**src/rtl/tcc8_pkg.sv**
```systemverilog
// Package for the eight-bit timer/counter with one compare unit.
// Assumes an APB slave with 32-bit data; registers one aligned word each.
package tcc8_pkg;
    // Register byte offsets
    localparam logic [7:0] TCC8_OFF_CTRL = 8'h00;
    localparam logic [7:0] TCC8_OFF_COUNT = 8'h04;
    localparam logic [7:0] TCC8_OFF_CMP = 8'h08;
    localparam logic [7:0] TCC8_OFF_FLAGS = 8'h0C;
    localparam logic [7:0] TCC8_OFF_IRQEN = 8'h10;
    localparam logic [7:0] TCC8_OFF_ASYNC = 8'h14;
    localparam logic [7:0] TCC8_OFF_PRESC = 8'h18;
    // Control register field positions
    localparam int TCC8_CS_LSB = 0;
    localparam int TCC8_WGM_LSB = 3;
    localparam int TCC8_COM_LSB = 5;
    localparam int TCC8_FOC_BIT = 7;
    // Flag and enable bit positions
    localparam int TCC8_OVF_BIT = 0;
    localparam int TCC8_CMF_BIT = 1;
    localparam int TCC8_ASYNC_BIT = 0;
    // Counter limits
    localparam logic [7:0] TCC8_BOTTOM = 8'h00;
    localparam logic [7:0] TCC8_MAX = 8'hFF;
    localparam logic [7:0] TCC8_ONE = 8'h01;
    // Reset values
    localparam logic [7:0] TCC8_RST_BYTE = 8'h00;
    localparam logic [7:0] TCC8_RST_PRESC = 8'h00;
    // Waveform modes
    typedef enum logic [1:0] {
        TCC8_WGM_NORMAL = 2'h0,
        TCC8_WGM_PWM_PC = 2'h1,
        TCC8_WGM_CTC = 2'h2,
        TCC8_WGM_PWM_FAST = 2'h3
    } tcc8_wgm_type;
    // Compare output actions
    typedef enum logic [1:0] {
        TCC8_COM_NONE = 2'h0,
        TCC8_COM_TOGGLE = 2'h1,
        TCC8_COM_CLEAR = 2'h2,
        TCC8_COM_SET = 2'h3
    } tcc8_com_type;
    localparam logic [2:0] TCC8_CS_STOP = 3'h0;
    localparam logic [2:0] TCC8_CS_DIRECT = 3'h1;
endpackage : tcc8_pkg

```
**src/rtl/tcc8_timer.sv**
```systemverilog
// Eight-bit timer/counter: counter unit, compare unit, APB register slave.
// Assumes one clock pclk; the crystal input is sampled as a plain pin.
//
// Design decisions made here: the register addresses and the APB interface to the registers.
`timescale 1ns/10ps
module tcc8_timer (
    // Clock and reset
    input wire logic pclk,
    input wire logic presetn,
    // APB slave
    input wire logic psel,
    input wire logic penable,
    input wire logic pwrite,
    input wire logic [7:0] paddr,
    input wire logic [31:0] pwdata,
    output logic [31:0] prdata,
    output logic pready,
    output logic pslverr,
    // Crystal oscillator pin
    input wire logic crystal_osc_pin_a,
    // Interrupt service acknowledges from the CPU
    input wire logic overflow_irq_ack,
    input wire logic compare_irq_ack,
    // Outputs
    output logic compare_output,
    output logic overflow_irq,
    output logic compare_irq,
    output logic bottom
);
    import tcc8_pkg::*;

    typedef struct packed {
        logic [2:0] clock_select_field;
        tcc8_wgm_type waveform_mode_field;
        tcc8_com_type compare_output_mode;
        logic async_clock_select;
        logic [7:0] presc_limit;
        logic [7:0] presc_cnt;
        logic [7:0] timer_count;
        logic [7:0] compare_value;
        logic [7:0] compare_buffer;
        logic direction_down;
        logic match_pending;
        logic block_next;
        logic overflow_flag;
        logic compare_match_flag;
        logic overflow_irq_enable;
        logic compare_irq_enable;
        logic compare_output;
        logic [2:0] osc_sync;
        logic osc_level;
        logic [31:0] prdata;
        logic pready;
        logic pslverr;
        logic bottom;
        logic overflow_irq;
        logic compare_irq;
    } tcc8_state_type;

    tcc8_state_type s_q;
    tcc8_state_type s_d;

    logic acc;
    logic wr;
    logic tick;
    logic is_pwm;
    logic [7:0] top_value;
    logic match;
    logic at_top;
    logic at_bottom;
    logic do_clear;
    logic do_match;
    logic force_cmp;
    logic osc_rise;
    logic cnt_wr;
    logic [7:0] next_count;
    tcc8_com_type com_live;

    always_comb begin
        s_d = s_q;
        acc = psel && penable && !s_q.pready;
        wr = acc && pwrite;
        // Crystal level accepted only once second and third stage agree; a one-cycle glitch is ignored
        osc_rise = 1'b0;
        s_d.osc_sync = {s_q.osc_sync[1:0], crystal_osc_pin_a};
        if (s_q.osc_sync[1] == s_q.osc_sync[2]) begin
            s_d.osc_level = s_q.osc_sync[2];
            osc_rise = s_q.osc_sync[2] && !s_q.osc_level;
        end
        // Timer clock enable: prescaled io clock or crystal edges
        tick = 1'b0;
        if (s_q.clock_select_field == TCC8_CS_STOP) begin
            tick = 1'b0;
            s_d.presc_cnt = TCC8_RST_PRESC;
        end else if (s_q.async_clock_select) begin
            tick = osc_rise;
        end else if (s_q.clock_select_field == TCC8_CS_DIRECT) begin
            tick = 1'b1;
        end else if (s_q.presc_cnt >= s_q.presc_limit) begin
            tick = 1'b1;
            s_d.presc_cnt = TCC8_RST_PRESC;
        end else begin
            s_d.presc_cnt = s_q.presc_cnt + TCC8_ONE;
        end
        // Mode decode
        is_pwm = s_q.waveform_mode_field == TCC8_WGM_PWM_PC || s_q.waveform_mode_field == TCC8_WGM_PWM_FAST;
        top_value = (s_q.waveform_mode_field == TCC8_WGM_CTC) ? s_q.compare_value : TCC8_MAX;
        at_top = s_q.timer_count == top_value;
        at_bottom = s_q.timer_count == TCC8_BOTTOM;
        match = s_q.timer_count == s_q.compare_value;
        cnt_wr = wr && paddr == TCC8_OFF_COUNT;
        force_cmp = wr && paddr == TCC8_OFF_CTRL && pwdata[TCC8_FOC_BIT] && !is_pwm;
        // Output mode written with the strobe applies at once
        com_live = (wr && paddr == TCC8_OFF_CTRL) ? tcc8_com_type'(pwdata[TCC8_COM_LSB +: 2])
            : s_q.compare_output_mode;
        // A match on this timer clock is lost if the counter was just written
        do_match = tick && match && !s_q.block_next;
        do_clear = s_q.waveform_mode_field == TCC8_WGM_CTC && do_match;
        // Overflow clears come first so a same-cycle set below wins
        if ((wr && paddr == TCC8_OFF_FLAGS && pwdata[TCC8_OVF_BIT]) || overflow_irq_ack) begin
            s_d.overflow_flag = 1'b0;
        end
        // Counter unit
        next_count = s_q.timer_count;
        if (tick) begin
            case (s_q.waveform_mode_field)
                TCC8_WGM_NORMAL: begin
                    next_count = s_q.timer_count + TCC8_ONE;
                    if (s_q.timer_count == TCC8_MAX) begin
                        s_d.overflow_flag = 1'b1;
                    end
                end
                TCC8_WGM_CTC: begin
                    next_count = do_clear ? TCC8_BOTTOM : s_q.timer_count + TCC8_ONE;
                    if (s_q.timer_count == TCC8_MAX) begin
                        s_d.overflow_flag = 1'b1;
                    end
                end
                TCC8_WGM_PWM_FAST: begin
                    next_count = s_q.timer_count + TCC8_ONE;
                    if (at_top) begin
                        s_d.overflow_flag = 1'b1;
                        s_d.compare_value = s_q.compare_buffer;
                    end
                end
                TCC8_WGM_PWM_PC: begin
                    if (at_top) begin
                        s_d.direction_down = 1'b1;
                        s_d.compare_value = s_q.compare_buffer;
                    end else if (at_bottom) begin
                        s_d.direction_down = 1'b0;
                        s_d.overflow_flag = 1'b1;
                    end
                    if (at_top || (!s_q.direction_down && !at_bottom)) begin
                        next_count = at_top ? s_q.timer_count - TCC8_ONE : s_q.timer_count + TCC8_ONE;
                    end else begin
                        next_count = at_bottom ? s_q.timer_count + TCC8_ONE : s_q.timer_count - TCC8_ONE;
                    end
                end
                default: begin
                    next_count = s_q.timer_count;
                end
            endcase
            s_d.block_next = 1'b0;
        end
        s_d.timer_count = next_count;
        // Flag set one timer clock after the match
        if (tick) begin
            s_d.match_pending = do_match;
        end
        if (tick && s_q.match_pending) begin
            s_d.compare_match_flag = 1'b1;
        end
        // Compare output; kept across mode changes, mode bits read live
        if (do_match || force_cmp) begin
            case (com_live)
                TCC8_COM_TOGGLE: s_d.compare_output = !s_q.compare_output;
                TCC8_COM_CLEAR: s_d.compare_output = is_pwm && s_q.direction_down;
                TCC8_COM_SET: s_d.compare_output = !(is_pwm && s_q.direction_down);
                default: s_d.compare_output = s_q.compare_output;
            endcase
        end
        // Register writes
        if (cnt_wr) begin
            s_d.timer_count = pwdata[7:0];
            s_d.block_next = 1'b1;
            s_d.match_pending = 1'b0;
        end
        if (wr) begin
            case (paddr)
                TCC8_OFF_CTRL: begin
                    s_d.clock_select_field = pwdata[TCC8_CS_LSB +: 3];
                    s_d.waveform_mode_field = tcc8_wgm_type'(pwdata[TCC8_WGM_LSB +: 2]);
                    s_d.compare_output_mode = tcc8_com_type'(pwdata[TCC8_COM_LSB +: 2]);
                end
                TCC8_OFF_CMP: begin
                    if (is_pwm) begin
                        s_d.compare_buffer = pwdata[7:0];
                    end else begin
                        s_d.compare_value = pwdata[7:0];
                        s_d.compare_buffer = pwdata[7:0];
                    end
                end
                TCC8_OFF_IRQEN: begin
                    s_d.overflow_irq_enable = pwdata[TCC8_OVF_BIT];
                    s_d.compare_irq_enable = pwdata[TCC8_CMF_BIT];
                end
                TCC8_OFF_ASYNC: s_d.async_clock_select = pwdata[TCC8_ASYNC_BIT];
                TCC8_OFF_PRESC: s_d.presc_limit = pwdata[7:0];
                default: s_d.presc_limit = s_q.presc_limit;
            endcase
        end
        // Flag clears by write-one or service; a same-cycle set wins
        if ((wr && paddr == TCC8_OFF_FLAGS && pwdata[TCC8_CMF_BIT]) || compare_irq_ack) begin
            if (!(tick && s_q.match_pending)) begin
                s_d.compare_match_flag = 1'b0;
            end
        end
        // Read path
        s_d.pready = acc;
        s_d.pslverr = 1'b0;
        s_d.prdata = '0;
        if (acc) begin
            case (paddr)
                TCC8_OFF_CTRL: s_d.prdata = {24'h000000, 1'b0, s_q.compare_output_mode, s_q.waveform_mode_field,
                    s_q.clock_select_field};
                TCC8_OFF_COUNT: s_d.prdata = {24'h000000, s_q.timer_count};
                TCC8_OFF_CMP: s_d.prdata = {24'h000000, is_pwm ? s_q.compare_buffer : s_q.compare_value};
                TCC8_OFF_FLAGS: s_d.prdata = {30'h00000000, s_q.compare_match_flag, s_q.overflow_flag};
                TCC8_OFF_IRQEN: s_d.prdata = {30'h00000000, s_q.compare_irq_enable, s_q.overflow_irq_enable};
                TCC8_OFF_ASYNC: s_d.prdata = {31'h00000000, s_q.async_clock_select};
                TCC8_OFF_PRESC: s_d.prdata = {24'h000000, s_q.presc_limit};
                default: s_d.pslverr = 1'b1;
            endcase
        end
        s_d.bottom = s_d.timer_count == TCC8_BOTTOM;
        s_d.compare_irq = s_d.compare_match_flag && s_d.compare_irq_enable;
        s_d.overflow_irq = s_d.overflow_flag && s_d.overflow_irq_enable;
    end

    always_ff @(posedge pclk or negedge presetn) begin
        if (!presetn) begin
            s_q <= '0;
        end else begin
            s_q <= s_d;
        end
    end

    assign prdata = s_q.prdata;
    assign pready = s_q.pready;
    assign pslverr = s_q.pslverr;
    assign compare_output = s_q.compare_output;
    assign overflow_irq = s_q.overflow_irq;
    assign compare_irq = s_q.compare_irq;
    assign bottom = s_q.bottom;
endmodule : tcc8_timer

```
**config.mk**
```make
export PLATFORM = sky130hd
export DESIGN_NAME = tcc8_timer
export DESIGN_NICKNAME = d
export VERILOG_FILES = /design/src/rtl/tcc8_pkg.sv /design/src/rtl/tcc8_timer.sv
export SDC_FILE = /design/constraint.sdc
export NUM_CORES = 1
export LEC_CHECK = 0
export BUFFER_PORTS_ARGS = -buffer_cell sky130_fd_sc_hd__buf_2
export CORE_MARGIN = 4
export CORE_UTILIZATION = 45
export DETAILED_ROUTE_END_ITERATION = 10
export PLACE_DENSITY = 0.67
export SETUP_SLACK_MARGIN = 0.02
export SLEW_MARGIN = 20
export SYNTH_ARGS = -nofsm -noshare
export SYNTH_HDL_FRONTEND = slang
export SYNTH_SLANG_ARGS = --single-unit
export TNS_END_PERCENT = 10
```
**constraint.sdc**
```tcl
create_clock -name pclk -period 4.1 [get_ports pclk]
set_input_delay 1.025 -clock pclk [delete_from_list [all_inputs] [get_ports pclk]]
set_output_delay 1.025 -clock pclk [all_outputs]
set_load 0.01 [all_outputs]
```
# [After elaboration in Yosys (flattened, before gate mapping)]
# Cells that the tools add are included.
[word_totals] regBits=97 mem_count=0 word_cells=145 latchBits=0 input_bits=48 out_inout_bits=38 mem_bits_ro=0 mem_bits_rw=0
[classes] shift=0 eq_ne=19 div_mod_pow=0 n_addsub=3 reduce_logical=51 multipliers=0 muxes=46 n_lt_le_gt_ge=1 bitwise=0
[op_table] operator="$mux 8" count=17
[op_table] operator="$pmux 8 s7" count=1
[op_table] operator="$mux 16" count=2
[op_table] operator="$eq 8x5->1 const B" count=3
[op_table] operator="$logic_not 8->1" count=3
[op_table] operator="$pmux 8 s3" count=1
[op_table] operator="$logic_and 1x1->1" count=19
[op_table] operator="$mux 1" count=18
[op_table] operator="$add 8x1->8 const B" count=2
[op_table] operator="$eq 8x4->1 const B" count=2
[op_table] operator="$eq 8x8->1" count=2
[op_table] operator="$reduce_and 2->1" count=6
[op_table] operator="$mux 2" count=5
[op_table] operator="$eq 2x2->1 const B" count=4
[op_table] operator="$eq 8x3->1 const B" count=1
[op_table] operator="$eq 8x8->1 const B" count=1
[op_table] operator="$ge 8x8->1" count=1
[op_table] operator="$logic_not 1->1" count=8
[op_table] operator="$sub 8x1->8 const B" count=1
[op_table] operator="$reduce_or 7->1" count=1
[op_table] operator="$pmux 1 s3" count=2
[op_table] operator="$reduce_or 2->1" count=3
[op_table] operator="$logic_or 1x1->1" count=5
[op_table] operator="$eq 2x1->1 const B" count=2
[op_table] operator="9 further kinds" count=10

# [Longest topological paths before layout]
[logic_depth] ltp_word=13 mapped_depth=12 depth_no_buf=10

# [Worst setup path after synthesis]
# No wires, ideal clock.
[synth_path] path_kind="input port to flip-flop" start="input paddr[6]" end="register s_q, in the netlist compare_output" t_arrival_ns=3.200 stages=8 slack_ns=0.835 cell_sequence="or4_4 or3_4 nor3_4 nand3_4 mux2_4 mux2_4 o21ai_1 a22o_1"
[synth_via] elab_chain_cells=6 elab_cells_between_ends=12
[synth_lines] element="start, declared" line_no="tcc8_timer.sv:14" rtl="input wire logic [7:0] paddr,"
[synth_lines] element="$logic_not 8->1 (*)" line_no="tcc8_timer.sv:112, tcc8_timer.sv:114"
[synth_lines] element="$logic_and 1x1->1 (*)" line_no="tcc8_timer.sv:112, tcc8_timer.sv:114"
[synth_lines] element="$mux 2 / $logic_and 1x1->1 (equally long branches)" line_no="tcc8_timer.sv:114, tcc8_timer.sv:112"
[synth_lines] element="$eq 2x2->1, or another cell as far along" line_no="tcc8_timer.sv:176" rtl="case (com_live)"
[synth_lines] element="$reduce_bool 3->1 (no source line) / $logic_or 1x1->1 (equally long branches)"
[synth_lines] element="$reduce_and 2->1 (no source line)"
[synth_lines] element="end signal, assigned" line_no="tcc8_timer.sv:243" rtl="s_q <= '0;"
[synth_lines] element="end signal, assigned" line_no="tcc8_timer.sv:245" rtl="s_q <= s_d;"
[synth_lines] element="end, declared" line_no="tcc8_timer.sv:60" rtl="tcc8_state_type s_q;"
# Mark *: on every way between the ends. The rest lies on a longest branch, timed or not.
# A chain may end at the register's enable or synchronous reset.

==> flow_summary.yaml <==
run_status:
  status: "completed"
global_routing:
  grt_usage: 0.210
  grt_pass1_wl_um: 20800
  first_global_vias: 3969
  grt-ovfl-total: 0
  antenna_found_initial: 0
  grt_max_degree: 74
route:
  drc: 0
  postRouteAntennaNets: 0
  drtIter0Drc: 341
  vias_per_cell: 5.89
  dr.pass1.iters: 5
  routed_wl_um: 12700
  vias: 4076
  wl_per_cell_um: 18.4
clocking:
  cts_root_buffer: "clkbuf_8"
  htreeDepth: 3
  path_clk_slew_ps: 80
  cts_sinks: 73
  cts.repair.resized: 0
  cts_buffer_depth: 2
  clk_latency_ps: 350
  numCtsBuffers: 9
  holdBufCountCts: 0
  cts_setup_buffers: 0
  cts_tree: "done"
floorplan:
  die_w_um: 111
  initial_core_util: 0.461
  core_area_um2: 10300
  fp-row-count: 37
  die_y_um: 111
  ios: 86
  die_area_um2: 12300
setup_path:
  crit_arrival_ps: 3730
  critPathMaxFanout: 11
  cp-start-kind: "flip-flop"
  cp-end-kind: "flip-flop"
  worst-setup-path-type: "flip-flop to flip-flop"
  worstPathRequired_ps: 4360
timing:
  drv_slew: 0
  finalSetupTns_ps: 0
  post-route-period-util: 0.847
  hold_viol_final: 0
  tightest_slew_ps: 932
  fmax_mhz: 288
  fin_crit_ps: 3470
  slew_headroom: 0.379
  finalClockSkew_ps: 8.95
  setup_violations: 0
  rsz0062_at_grt: "false"
cells_and_area:
  fin_cells: 692
  final_nets: 614
  syn_to_final_growth_pct: 8.63
  antenna_cells: 0
  post-route-cell-area_um2: 5160
  drive_gt1_frac: 0.189
placed_design:
  io_buffer_count: 37
  place_area_um2: 4940
  dp_hpwl_um: 9350
  place_congestion: 0.925
  placed_cells: 676
pwr:
  p_leak_nw: 2.30
  irDropWorstVdd_v: 0.000163
  power_density_nw_per_um2: 351
synthesis:
  synthFlopType: "dfrtp_1"
  yosysWarnings: 0
  syn_area_um2: 4750
  syn_inst: 521
  synth_area_leaders: "dfrtp_1 (38%), buf_4 (5.4%), nand2_1 (5.0%)"
  synth-edff-count: 0
  synth_cell_types: 79
  synth_top_area_share: 0.384
  ys_ff_latch: 73
  synth-seq-area-share: 0.384
  yosysMostFrequentCell: "dfrtp_1"
  ys_top_cells_by_count: "dfrtp_1 (73), nand2_1 (63), nor2_1 (36), buf_4 (34), a21oi_1 (32)"
  synth_top_area_cell: "dfrtp_1"
  avgSynthCellArea_um2: 9.13
  synthArstFlopShare: 1.00
flow_run:
  cap_violations: 0
hold_path:
  hold_class: "flip-flop to flip-flop"
-- routing by layer --
metal,global-route usage,up-vias,share of wire
met1,0.304,1970,0.46
met5,0,-,0
li1,-,1886,-
met3,0.0366,20,0.075
met2,0.325,200,0.45
met4,0.0525,0,0.015
-- registers in the layout (all words and copies together), names as in the netlist --
signal	flops
prdata	8
s_d	2
overflow_irq	1
compare_irq	1
pslverr	1
bottom	1
pready	1
compare_output	1
s_q	57
-- stage by stage --
step                      setup slack, ps  utilization  hold WS, ps  total power [W]
after global routing                  481        0.500          381          0.00190
final                                 628        0.500          352          0.00181
after floorplan                       835            -          331          0.00107
after CTS                             657        0.500          353          0.00181
after global placement                662        0.478          334          0.00117
after detailed placement              640        0.478          335          0.00118
-- area by class of cell --
cell class                 instances  area, µm²
tap                              136        170
clock inverter                     6       87.6
inverter                          24       90.1
clock buffer                      10        138
fill                             981       5160
sequential                        73       1830
multi-input combinational        394       2570
timing repair buffer              49        278
-- placed cells by master, fill, tap and decap left out, types with 17 or more instances in the layout --
cell      n
dfrtp_1  73
nand2_1  63
nor2_1   36
buf_2    36
a21oi_1  32
o21ai_0  28
conb_1   24
inv_1    23
mux2_2   19
nand3_1  17
-- report_power, final --
part           switching, W  leakage [nW]  total [W]  internal (W)
logic              0.000228          1.28   0.000361      0.000133
clock network      0.000282         0.117   0.000644      0.000361
registers         0.0000515         0.899   0.000807      0.000756
-- worst max-delay path: stages (launching register included) --
cell	delay [ps]
dfrtp_1	510
inv_1	250
ha_1	250
or4b_4	530
o41ai_4	380
nand2_2	90
o2bb2ai_2	130
buf_4	200
mux2_2	360
o2111ai_1	240
o2111ai_1	240
nor4_2	200
-- logic make-up (layout without fill, tap and decap cells) --
logic type | after synthesis | in the layout | synth area share
XOR/XNOR | 11 | 11 | 0.0203
multiplexers | 33 | 33 | 0.0766
buffers and inverters | 77 | 89 | 0.0924
AO/OA/AOI/OAI | 125 | 125 | 0.186
other | 1 | 24 | 0.000789
flip-flops | 73 | 73 | 0.384
AND/OR/NAND/NOR | 185 | 185 | 0.198
adder cells (fa/ha/maj) | 16 | 16 | 0.0416
-- path summary, 6_finish.rpt --
check,cells past startpoint,endpoint,slack [ps],from
max,11,bottom,630,s_q[65]
min,0,s_d[40],350,s_d[39]
max reg2reg,11,bottom,630,s_q[65]
min reg2reg,0,s_d[40],350,s_d[39]
max in group asynchronous,1,s_q[42],2690,presetn
min in group asynchronous,1,s_q[70],790,presetn
No activity file was read; power rests on OpenSTA's default activity.
